### config.mk
export PLATFORM = sky130hd
export DESIGN_NAME = dim_direct_input
export DESIGN_NICKNAME = d
export VERILOG_FILES = /design/src/core/dim_pkg.sv /design/src/core/dim_mode_dec.sv /design/src/core/dim_direct_input.sv
export VERILOG_INCLUDE_DIRS = /design/src /design/src/core
export SDC_FILE = /design/constraint.sdc
export NUM_CORES = 1
export LEC_CHECK = 0
export BUFFER_PORTS_ARGS = -buffer_cell sky130_fd_sc_hd__buf_4
export CORE_ASPECT_RATIO = 0.5
export CORE_MARGIN = 2
export CORE_UTILIZATION = 45
export DETAILED_ROUTE_END_ITERATION = 6
export PLACE_DENSITY = 0.71
export SYNTH_ARGS = -nofsm -noshare
export SYNTH_HDL_FRONTEND = slang
export SYNTH_SLANG_ARGS = --single-unit
### constraint.sdc
create_clock -name sys_clk_i -period 1.2 [get_ports sys_clk_i]
set_input_delay 0.18 -clock sys_clk_i [delete_from_list [all_inputs] [get_ports sys_clk_i]]
set_output_delay 0.18 -clock sys_clk_i [all_outputs]
set_load 0.005 [all_outputs]
### src/core/dim_regs.svh
// What this block does
// two direct inputs; after reset input a drives channel 2, input b channel 3
// each input has a route register choosing which channels it drives
// each channel is serial on-bit OR every input routed to it
// input level monitor register shows current level of each input
// input level monitor keeps updating during limp-home mode
// sleep pin low with an input high: limp-home, default channels only
// sleep pin low with both inputs low: sleep mode
// controller holds a new sleep pin level for the minimum transition time
// while sleep pin low, route and output control registers held at defaults
// sleep pin and inputs all low: undervoltage detection disabled
// sleep pin and inputs all low: serial transfers refused, output high-z
// route register defaults hold only the input's default channel
`ifndef DIM_REGS_SVH
`define DIM_REGS_SVH
`define DIM_NCH 8
`define DIM_ROUTE_A_RST 8'h04
`define DIM_ROUTE_B_RST 8'h08
`define DIM_OUT_RST 8'h00
`define DIM_CH_A_DEF 2
`define DIM_CH_B_DEF 3
`endif

### src/core/dim_pkg.sv
package dim_pkg;
  typedef enum logic [1:0] {
    DIM_ACTIVE,
    DIM_LIMP,
    DIM_SLEEP
  } dim_mode_type;
  typedef logic [7:0] dim_chan_type;
endpackage

### src/core/dim_mode_dec.sv
`timescale 1ns/1ps
`include "dim_regs.svh"
module dim_mode_dec (
  input wire logic wake_i,
  input wire logic in_a_i,
  input wire logic in_b_i,
  output dim_pkg::dim_mode_type mode_o
);
  wire any_in = in_a_i | in_b_i;
  // sleep pin low picks sleep or limp-home from input levels
  assign mode_o = wake_i ? dim_pkg::DIM_ACTIVE :
                  (any_in ? dim_pkg::DIM_LIMP : dim_pkg::DIM_SLEEP);
endmodule

### src/core/dim_direct_input.sv
`timescale 1ns/1ps
`include "dim_regs.svh"
module dim_direct_input (
  input wire logic sys_clk_i,
  input wire logic nrst_i,
  input wire logic direct_input_a_i,
  input wire logic direct_input_b_i,
  input wire logic wake_i,
  input wire logic route_a_we_i,
  input wire logic route_b_we_i,
  input wire logic out_we_i,
  input wire logic [7:0] wdata_i,
  input wire logic serial_cs_n_i,
  input wire logic serial_so_i,
  output logic [7:0] channel_o,
  output logic [7:0] input_a_route_register_o,
  output logic [7:0] input_b_route_register_o,
  output logic [7:0] out_ctrl_o,
  output logic [1:0] input_level_monitor_register_o,
  output logic [1:0] mode_o,
  output logic uv_detect_en_o,
  output logic serial_en_o,
  output logic serial_so_o,
  output logic serial_so_oe_o
);
  dim_pkg::dim_chan_type route_a_q, route_b_q, out_q;
  dim_pkg::dim_chan_type route_a_d, route_b_d, out_d, chan_d;
  logic [7:0] chan_q;
  logic [1:0] inmon_q;
  dim_pkg::dim_mode_type mode_q, mode_w;
  logic uv_q, sen_q, so_q, so_oe_q;

  dim_mode_dec u_mode (
    .wake_i(wake_i),
    .in_a_i(direct_input_a_i),
    .in_b_i(direct_input_b_i),
    .mode_o(mode_w)
  );

  function automatic dim_pkg::dim_chan_type onehot(input int idx);
    onehot = 8'h01 << idx;
  endfunction

  wire limp = (mode_w == dim_pkg::DIM_LIMP);
  wire sleeping = (mode_w == dim_pkg::DIM_SLEEP);
  wire active = (mode_w == dim_pkg::DIM_ACTIVE);

  // registers are held at defaults whenever the sleep pin is low
  assign route_a_d = !active ? `DIM_ROUTE_A_RST :
                     (route_a_we_i ? wdata_i : route_a_q);
  assign route_b_d = !active ? `DIM_ROUTE_B_RST :
                     (route_b_we_i ? wdata_i : route_b_q);
  assign out_d = !active ? `DIM_OUT_RST : (out_we_i ? wdata_i : out_q);
  // limp-home ignores routing and serial bits: only default channels
  wire [7:0] limp_ch = ({8{direct_input_a_i}} & onehot(`DIM_CH_A_DEF)) |
                       ({8{direct_input_b_i}} & onehot(`DIM_CH_B_DEF));
  wire [7:0] norm_ch = out_q | ({8{direct_input_a_i}} & route_a_q) |
                       ({8{direct_input_b_i}} & route_b_q);
  assign chan_d = limp ? limp_ch : (sleeping ? 8'h00 : norm_ch);

  always_ff @(posedge sys_clk_i or negedge nrst_i) begin
    if (!nrst_i) begin
      route_a_q <= `DIM_ROUTE_A_RST;
      route_b_q <= `DIM_ROUTE_B_RST;
      out_q <= `DIM_OUT_RST;
      chan_q <= 8'h00;
      inmon_q <= 2'h0;
      mode_q <= dim_pkg::DIM_SLEEP;
      uv_q <= 1'b0;
      sen_q <= 1'b0;
      so_q <= 1'b0;
      so_oe_q <= 1'b0;
    end else begin
      route_a_q <= route_a_d;
      route_b_q <= route_b_d;
      out_q <= out_d;
      chan_q <= chan_d;
      inmon_q <= {direct_input_b_i, direct_input_a_i};
      mode_q <= mode_w;
      uv_q <= !sleeping;
      sen_q <= !sleeping;
      so_q <= serial_so_i;
      so_oe_q <= !sleeping && !serial_cs_n_i;
    end
  end

  assign channel_o = chan_q;
  assign input_a_route_register_o = route_a_q;
  assign input_b_route_register_o = route_b_q;
  assign out_ctrl_o = out_q;
  assign input_level_monitor_register_o = inmon_q;
  assign mode_o = mode_q;
  assign uv_detect_en_o = uv_q;
  assign serial_en_o = sen_q;
  assign serial_so_o = so_q;
  assign serial_so_oe_o = so_oe_q;

  // the controller holds the sleep pin; the mode follows one edge later

  chk_channel_or: assert property (@(posedge sys_clk_i) disable iff (!nrst_i)
    $past(active) |-> channel_o == ($past(out_q) | ($past(route_a_q) & {8{$past(direct_input_a_i)}})
      | ($past(route_b_q) & {8{$past(direct_input_b_i)}})))
    else $error("channel not or of serial bits and routed inputs");
  chk_limp_default: assert property (@(posedge sys_clk_i) disable iff (!nrst_i)
    $past(limp) |-> channel_o == {4'h0, $past(direct_input_b_i), $past(direct_input_a_i), 2'h0})
    else $error("limp-home channels wrong");
  chk_sleep_off: assert property (@(posedge sys_clk_i) disable iff (!nrst_i)
    $past(sleeping) |-> channel_o == 8'h00 && !uv_detect_en_o)
    else $error("sleep mode leaves channel or uv on");
  chk_regs_default: assert property (@(posedge sys_clk_i) disable iff (!nrst_i)
    !$past(wake_i) |-> route_a_q == 8'h04 && route_b_q == 8'h08 && out_q == 8'h00)
    else $error("registers not default while sleep pin low");
  chk_monitor_track: assert property (@(posedge sys_clk_i) disable iff (!nrst_i)
    ##1 input_level_monitor_register_o == {$past(direct_input_b_i), $past(direct_input_a_i)})
    else $error("input monitor stale");
  chk_monitor_limp: assert property (@(posedge sys_clk_i) disable iff (!nrst_i)
    limp && direct_input_a_i |=> input_level_monitor_register_o[0])
    else $error("monitor frozen in limp-home");
  chk_so_quiet: assert property (@(posedge sys_clk_i) disable iff (!nrst_i)
    sleeping && !serial_cs_n_i |=> !serial_so_oe_o && !serial_en_o)
    else $error("serial output driven in sleep");
  chk_route_write: assert property (@(posedge sys_clk_i) disable iff (!nrst_i)
    active && route_a_we_i |=> route_a_q == $past(wdata_i))
    else $error("route register write lost");
  cov_limp: cover property (@(posedge sys_clk_i) limp);
  cov_sleep: cover property (@(posedge sys_clk_i) sleeping);
  cov_routed: cover property (@(posedge sys_clk_i) active && direct_input_a_i && route_a_q != 8'h04);
endmodule

==> impl_metrics.tcl, run 1 <==
set metrics [dict create \
    status "finished clean" \
    cts_buffer_depth 2 \
    cts_tree "built" \
    cp_slowest_cell "dfstp_2" \
    hold_violations 0 \
    die-area_um2 4043 \
    final_util_pct 63.31 \
    overflow 0 \
    groute.usage.overall_pct 17.80 \
    switchingPower_w 0.0006425 \
    whs_ns 0.04064 \
    slew_violations 0 \
    slew-limit-headroom_pct 68.63 \
    routed-via-count 1075 \
    period_share_pct 92.52 \
    switching_share_pct 23.09 \
    period_minus_slack_ns 1.110 \
    cts_setup_buffers 0 \
    powerDensity_nw_per_um2 1294 \
    slowest_delay_ns 0.54 \
    leakage_nw 1.093 \
    stdcell_count 229 \
    ys_types 19 \
    yosysSeqAreaShare_pct 61.80 \
    skew_ns 0.006180 \
    final-setup-viol-count 0 \
    antennaDiodeCount 0 \
    final_common_cell "buf_4" \
    cts_resized 0 \
    clockPowerShare_pct 34.3 \
    worstSetupEndpointType "primary output" \
    die_x_um 87.94 \
    multi_input_comb_area_um2 548.0 \
    regArea_um2 979.7 \
    crit_buf_inv 1 \
    maxCapViolCount 0 \
    path_cells "buf_4" \
    wl_met1_mm 1.497 \
    path_class "reg -> out" \
    synth_warnings 0 \
    route.detailed.drc 0 \
    n_fill_cell 279 \
    grt_antenna_before_repair 0 \
    drtIter0Drc 48 \
    rsz0062_at_grt "false" \
    layout.nets 195 \
    place_congestion 0.7277 \
    cts_buffers 5 \
    path_max_fanout 3 \
    required_ns 1.02 \
    portBuffers 57 \
    syn_to_final_growth_pct 35.67 \
    post_drt_wl_per_cell_um 14.06 \
    share_comb_of_total_power_pct 13.9 \
    syn_inst 119 \
    crit_family "flip-flops" \
    first_pass_iters 4 \
    cp-start-kind "flip-flop" \
    clock-root-buffer "clkbuf_8" \
    seq_power_share_pct 51.8 \
    grt_start_max_net_pins 40 \
    met3_length_um 137 \
    cts_max_level 2 \
    ioPinCount 58 \
    syn_area_per_cell_um2 13.32 \
    first_global_vias 1018 \
    top_layer "met4" \
    hp-class "in -> reg" \
    synth_area_um2 1585 \
    ant_nets 0 \
    tightest_slew_ns 0.4705 \
    cts_sinks 39 \
    ctsHoldBuffers 2 \
    place_ws_ns 0.2417 \
    timing.final.ws_setup_ns 0.08974 \
    arrival_ns 0.93 \
    drive_gt1_share_pct 41.01 \
    chipHeight_um 45.97 \
    via_per_inst 4.694 \
    ir_worst_vdd_v 0.0008557 \
    clk_latency_ns 0.29 \
    design.core.area_um2 3397 \
    intPower_w 0.002140 \
    mostFrequentLayoutCells "buf_4 (58), dfrtp_1 (36), nor2b_1 (28)" \
    start_util_pct 46.67 \
    fmax_mhz 900.7 \
    placed_cells 219 \
    totalWireLength_mm 3.219 \
    met2WireLength_mm 1.535 \
    syn_nets 137 \
    grt_pass1_wl_mm 5.064 \
    path_clk_slew_ns 0.07 \
    row_count 15 \
    fin_setup_tns_ns 0 \
    ys_seq_elements 39 \
]
==> stage by stage <==
step | cell area (um^2) | total power, W
after floorplan | 1585 | 0.001630
after global placement | 2031 | 0.001848
after detailed placement | 2031 | 0.001856
after CTS | 2151 | 0.002823
after global routing | 2151 | 0.002909
final | 2151 | 0.002783
==> final cells by class <==
class,count,share of cell area (%)
Sequential cell,39,45.55
Multi-Input combinational cell,70,25.48
Timing Repair Buffer,60,21.18
Clock buffer,8,4.654
Tap cell,51,2.967
Inverter,1,0.1745
==> power groups by stage <==
stage               registers [W]  logic (W)  clock network [W]
floorplan                 0.00147   0.000162                  0
detailed placement        0.00147   0.000390                  0
global placement          0.00146   0.000384                  0
finish                    0.00144   0.000387           0.000954
CTS                       0.00144   0.000396           0.000985
global route              0.00145   0.000428            0.00103
==> cells by family (layout without fill, tap and decap cells) <==
family	count (synthesis)	count (layout)	synth area share [%]
buffers and inverters	10	69	3.630
DFF	39	39	61.80
and+or+nand+nor	36	36	13.89
muxes	24	24	15.15
AOI/OAI and AO/OA	10	10	5.525
==> state kept, by name (all words and copies together), names as in the netlist <==
register	flops
input_b_route_register_o	8
out_ctrl_o	8
mode_o	2
channel_o	8
input_level_monitor_register_o	2
serial_so_o	1
serial_en_o	1
serial_so_oe_o	1
input_a_route_register_o	8
==> cell usage after synthesis <==
master	n	share of area (%)
inv_2	1	0.24
mux2i_1	24	15
a22o_1	1	0.55
or3_4	1	0.71
buf_4	1	0.47
a221oi_1	6	3.3
nor2b_1	28	11
a21o_1	1	0.47
buf_6	1	0.71
dfrtp_1	36	57
nand2b_1	2	0.79
dfstp_2	3	5.0
buf_2	4	1.3
nor2_2	1	0.39
nor2_1	2	0.47
clkbuf_2	3	0.95
a21o_2	1	0.55
a22o_2	1	0.63
nand2_1	2	0.47
==> per-layer routing <==
layer  vias to the layer above  GRT usage, %
li1                        519             -
met1                       528         23.89
met2                        24         26.97
met3                         4         5.435
met4                         0         8.308
met5                         -             0
==> path summary, 6_finish.rpt <==
| path | startpoint | slack (ns) | end | cells after the start |
|---|---|---|---|---|
| min in group asynchronous | nrst_i | 0.41 | out_ctrl_o[5] | 2 |
| max in group asynchronous | nrst_i | 0.44 | input_a_route_register_o[2] | 2 |
| min reg2reg | input_b_route_register_o[3] | 0.56 | input_b_route_register_o[3] | 2 |
| min | serial_cs_n_i | 0.04 | serial_so_oe_o | 2 |
| max | input_a_route_register_o[2] | 0.09 | input_a_route_register_o[2] | 1 |
| max reg2reg | input_b_route_register_o[2] | 0.26 | channel_o[2] | 2 |
Note: power is estimated with default switching activity, not from simulation.
==> run 2: changes to the inputs <==
==> constraint.sdc (replaced) <==
create_clock -name sys_clk_i -period 1.2 [get_ports sys_clk_i]
set_input_delay 0.06 -clock sys_clk_i [delete_from_list [all_inputs] [get_ports sys_clk_i]]
set_output_delay 0.06 -clock sys_clk_i [all_outputs]
set_load 0.005 [all_outputs]
==> run 2 against run 1 <==
Global-route usage increased by 0.21 points. Wire length rose by 4.3%. Power decreased by 4.1%. Clock-buffer cell count fell by 1. Hold slack lost 0.021 ns. Largest power group unchanged. Sequential cell count is the same. Sequential power about the same. Utilization is 0.11 points higher. Critical path depth grew 4. Non-clock buffer count up 2. Die area is the same.
==> impl_metrics.tcl, run 2 (synthesis results as in run 1) <==
set metrics [dict create \
    status "finished clean" \
    fmax_mhz 919.5 \
    arrival_ns 1.28 \
    powerDensity_nw_per_um2 1239 \
    hold_violations 0 \
    n_fill_cell 278 \
    regArea_um2 979.7 \
    multi_input_comb_area_um2 548.0 \
    ant_nets 0 \
    mostFrequentLayoutCells "buf_4 (57), dfrtp_1 (36), nor2b_1 (28)" \
    placed_cells 218 \
    hp-class "in -> reg" \
    post_drt_wl_per_cell_um 14.53 \
    ir_worst_vdd_v 0.0007002 \
    skew_ns 0.006064 \
    slew_violations 0 \
    drive_gt1_share_pct 39.44 \
    cts_sinks 39 \
    drtIter0Drc 22 \
    holdPathStages 3 \
    overflow 0 \
    antennaDiodeCount 0 \
    fin_setup_tns_ns 0 \
    cts_max_level 2 \
    chipHeight_um 45.97 \
    via_per_inst 4.732 \
    rsz0062_at_grt "false" \
    groute.usage.overall_pct 18.01 \
    slew-limit-headroom_pct 68.09 \
    place_congestion 0.7652 \
    final-setup-viol-count 0 \
    hpwlAfterDp_mm 2.200 \
    path_clk_slew_ns 0.08 \
    clk_latency_ns 0.28 \
    die-area_um2 4043 \
    cts_tree "built" \
    totalWireLength_mm 3.357 \
    total_power_w 0.002670 \
    final_common_cell "buf_4" \
    row_count 15 \
    cts_buffer_depth 2 \
    worstSetupEndpointType "flip-flop" \
    cts_buffers 5 \
    path_max_fanout 11 \
    stdcell_count 231 \
    min-delay-start "wdata_i[2]" \
    cp-start-kind "primary input" \
    whs_ns 0.01957 \
    whs_endpoint "input_a_route_register_o[2]" \
    period_share_pct 90.63 \
    clock-root-buffer "clkbuf_8" \
    start_util_pct 46.67 \
    die_x_um 87.94 \
    syn_to_final_growth_pct 35.91 \
    ioPinCount 58 \
    grt_pass1_wl_mm 5.181 \
    portBuffers 57 \
    required_ns 1.39 \
    cts_setup_buffers 0 \
    period_minus_slack_ns 1.088 \
    tightest_slew_ns 0.4787 \
    routed-via-count 1093 \
    grt_antenna_before_repair 0 \
    first_global_vias 1025 \
    design.core.area_um2 3397 \
    first_pass_iters 4 \
    path_class "in -> reg" \
    r2r_setup_slack_ns 0.27 \
    layout.nets 197 \
    cts_resized 0 \
    final_util_pct 63.43 \
    r2r_end "channel_o[3]" \
    r2r_cells 2 \
    leakage_nw 1.092 \
    route.detailed.drc 0 \
    maxCapViolCount 0 \
    reg2reg_from "input_a_route_register_o[3]" \
    grt_start_max_net_pins 40 \
]
## run 2: how the worst max path moves through the flow
stage	end	slack (ns)	from	cells after the start
2_1_floorplan	channel_o[3]	0.29	input_a_route_register_o[3]	2
6_report	serial_so_oe_o	0.11	direct_input_a_i	5
5_1_grt	serial_so_oe_o	0.11	direct_input_a_i	5
4_1_cts	serial_so_oe_o	0.14	direct_input_a_i	5
3_3_place_gp	channel_o[3]	0.30	input_a_route_register_o[3]	2
3_5_place_dp	channel_o[3]	0.28	input_a_route_register_o[3]	2
## run 2: per-layer routing
layer	up-vias	track usage [%]	wire length, um
li1	520	-	-
met1	541	23.20	1464
met2	27	29.85	1697
met3	5	5.072	154
met4	0	6.462	41
met5	-	0	0
## run 2: worst max-delay path: stages
cell and delay (ns):
dlygate4sd3_1 0.55, buf_4 0.19, or3_4 0.38, inv_2 0.07, nor2_2 0.03
## run 2: power by group
part / internal [W] / total, W / switching [W]
Sequential: 0.00139 / 0.00144 / 0.0000470
Clock: 0.000408 / 0.000832 / 0.000424
Combinational: 0.000226 / 0.000396 / 0.000170
## run 2: what timing repair did
| item | 4_1_cts | 5_1_grt |
|---|---|---|
| hold buffers | 5 | 0 |
| hold endpoints to repair | 40 | 0 |
| endpoints found under the setup margin | 0 | 0 |
## run 2: final cells by class
| class | instances | share of cell area [%] |
|---|---|---|
| Clock buffer | 7 | 3.542 |
| Clock inverter | 1 | 0.2323 |
| Inverter | 1 | 0.1742 |
| Multi-Input combinational cell | 70 | 25.44 |
| Sequential cell | 39 | 45.47 |
| Tap cell | 51 | 2.962 |
| Timing Repair Buffer | 62 | 22.18 |
## run 2: through the flow
step,cell area [um^2],setup slack [ns]
finish,2155,0.1125
global route,2155,0.1064
CTS,2155,0.1413
detailed placement,2023,0.2792
global placement,2023,0.2989
floorplan,1585,0.2862
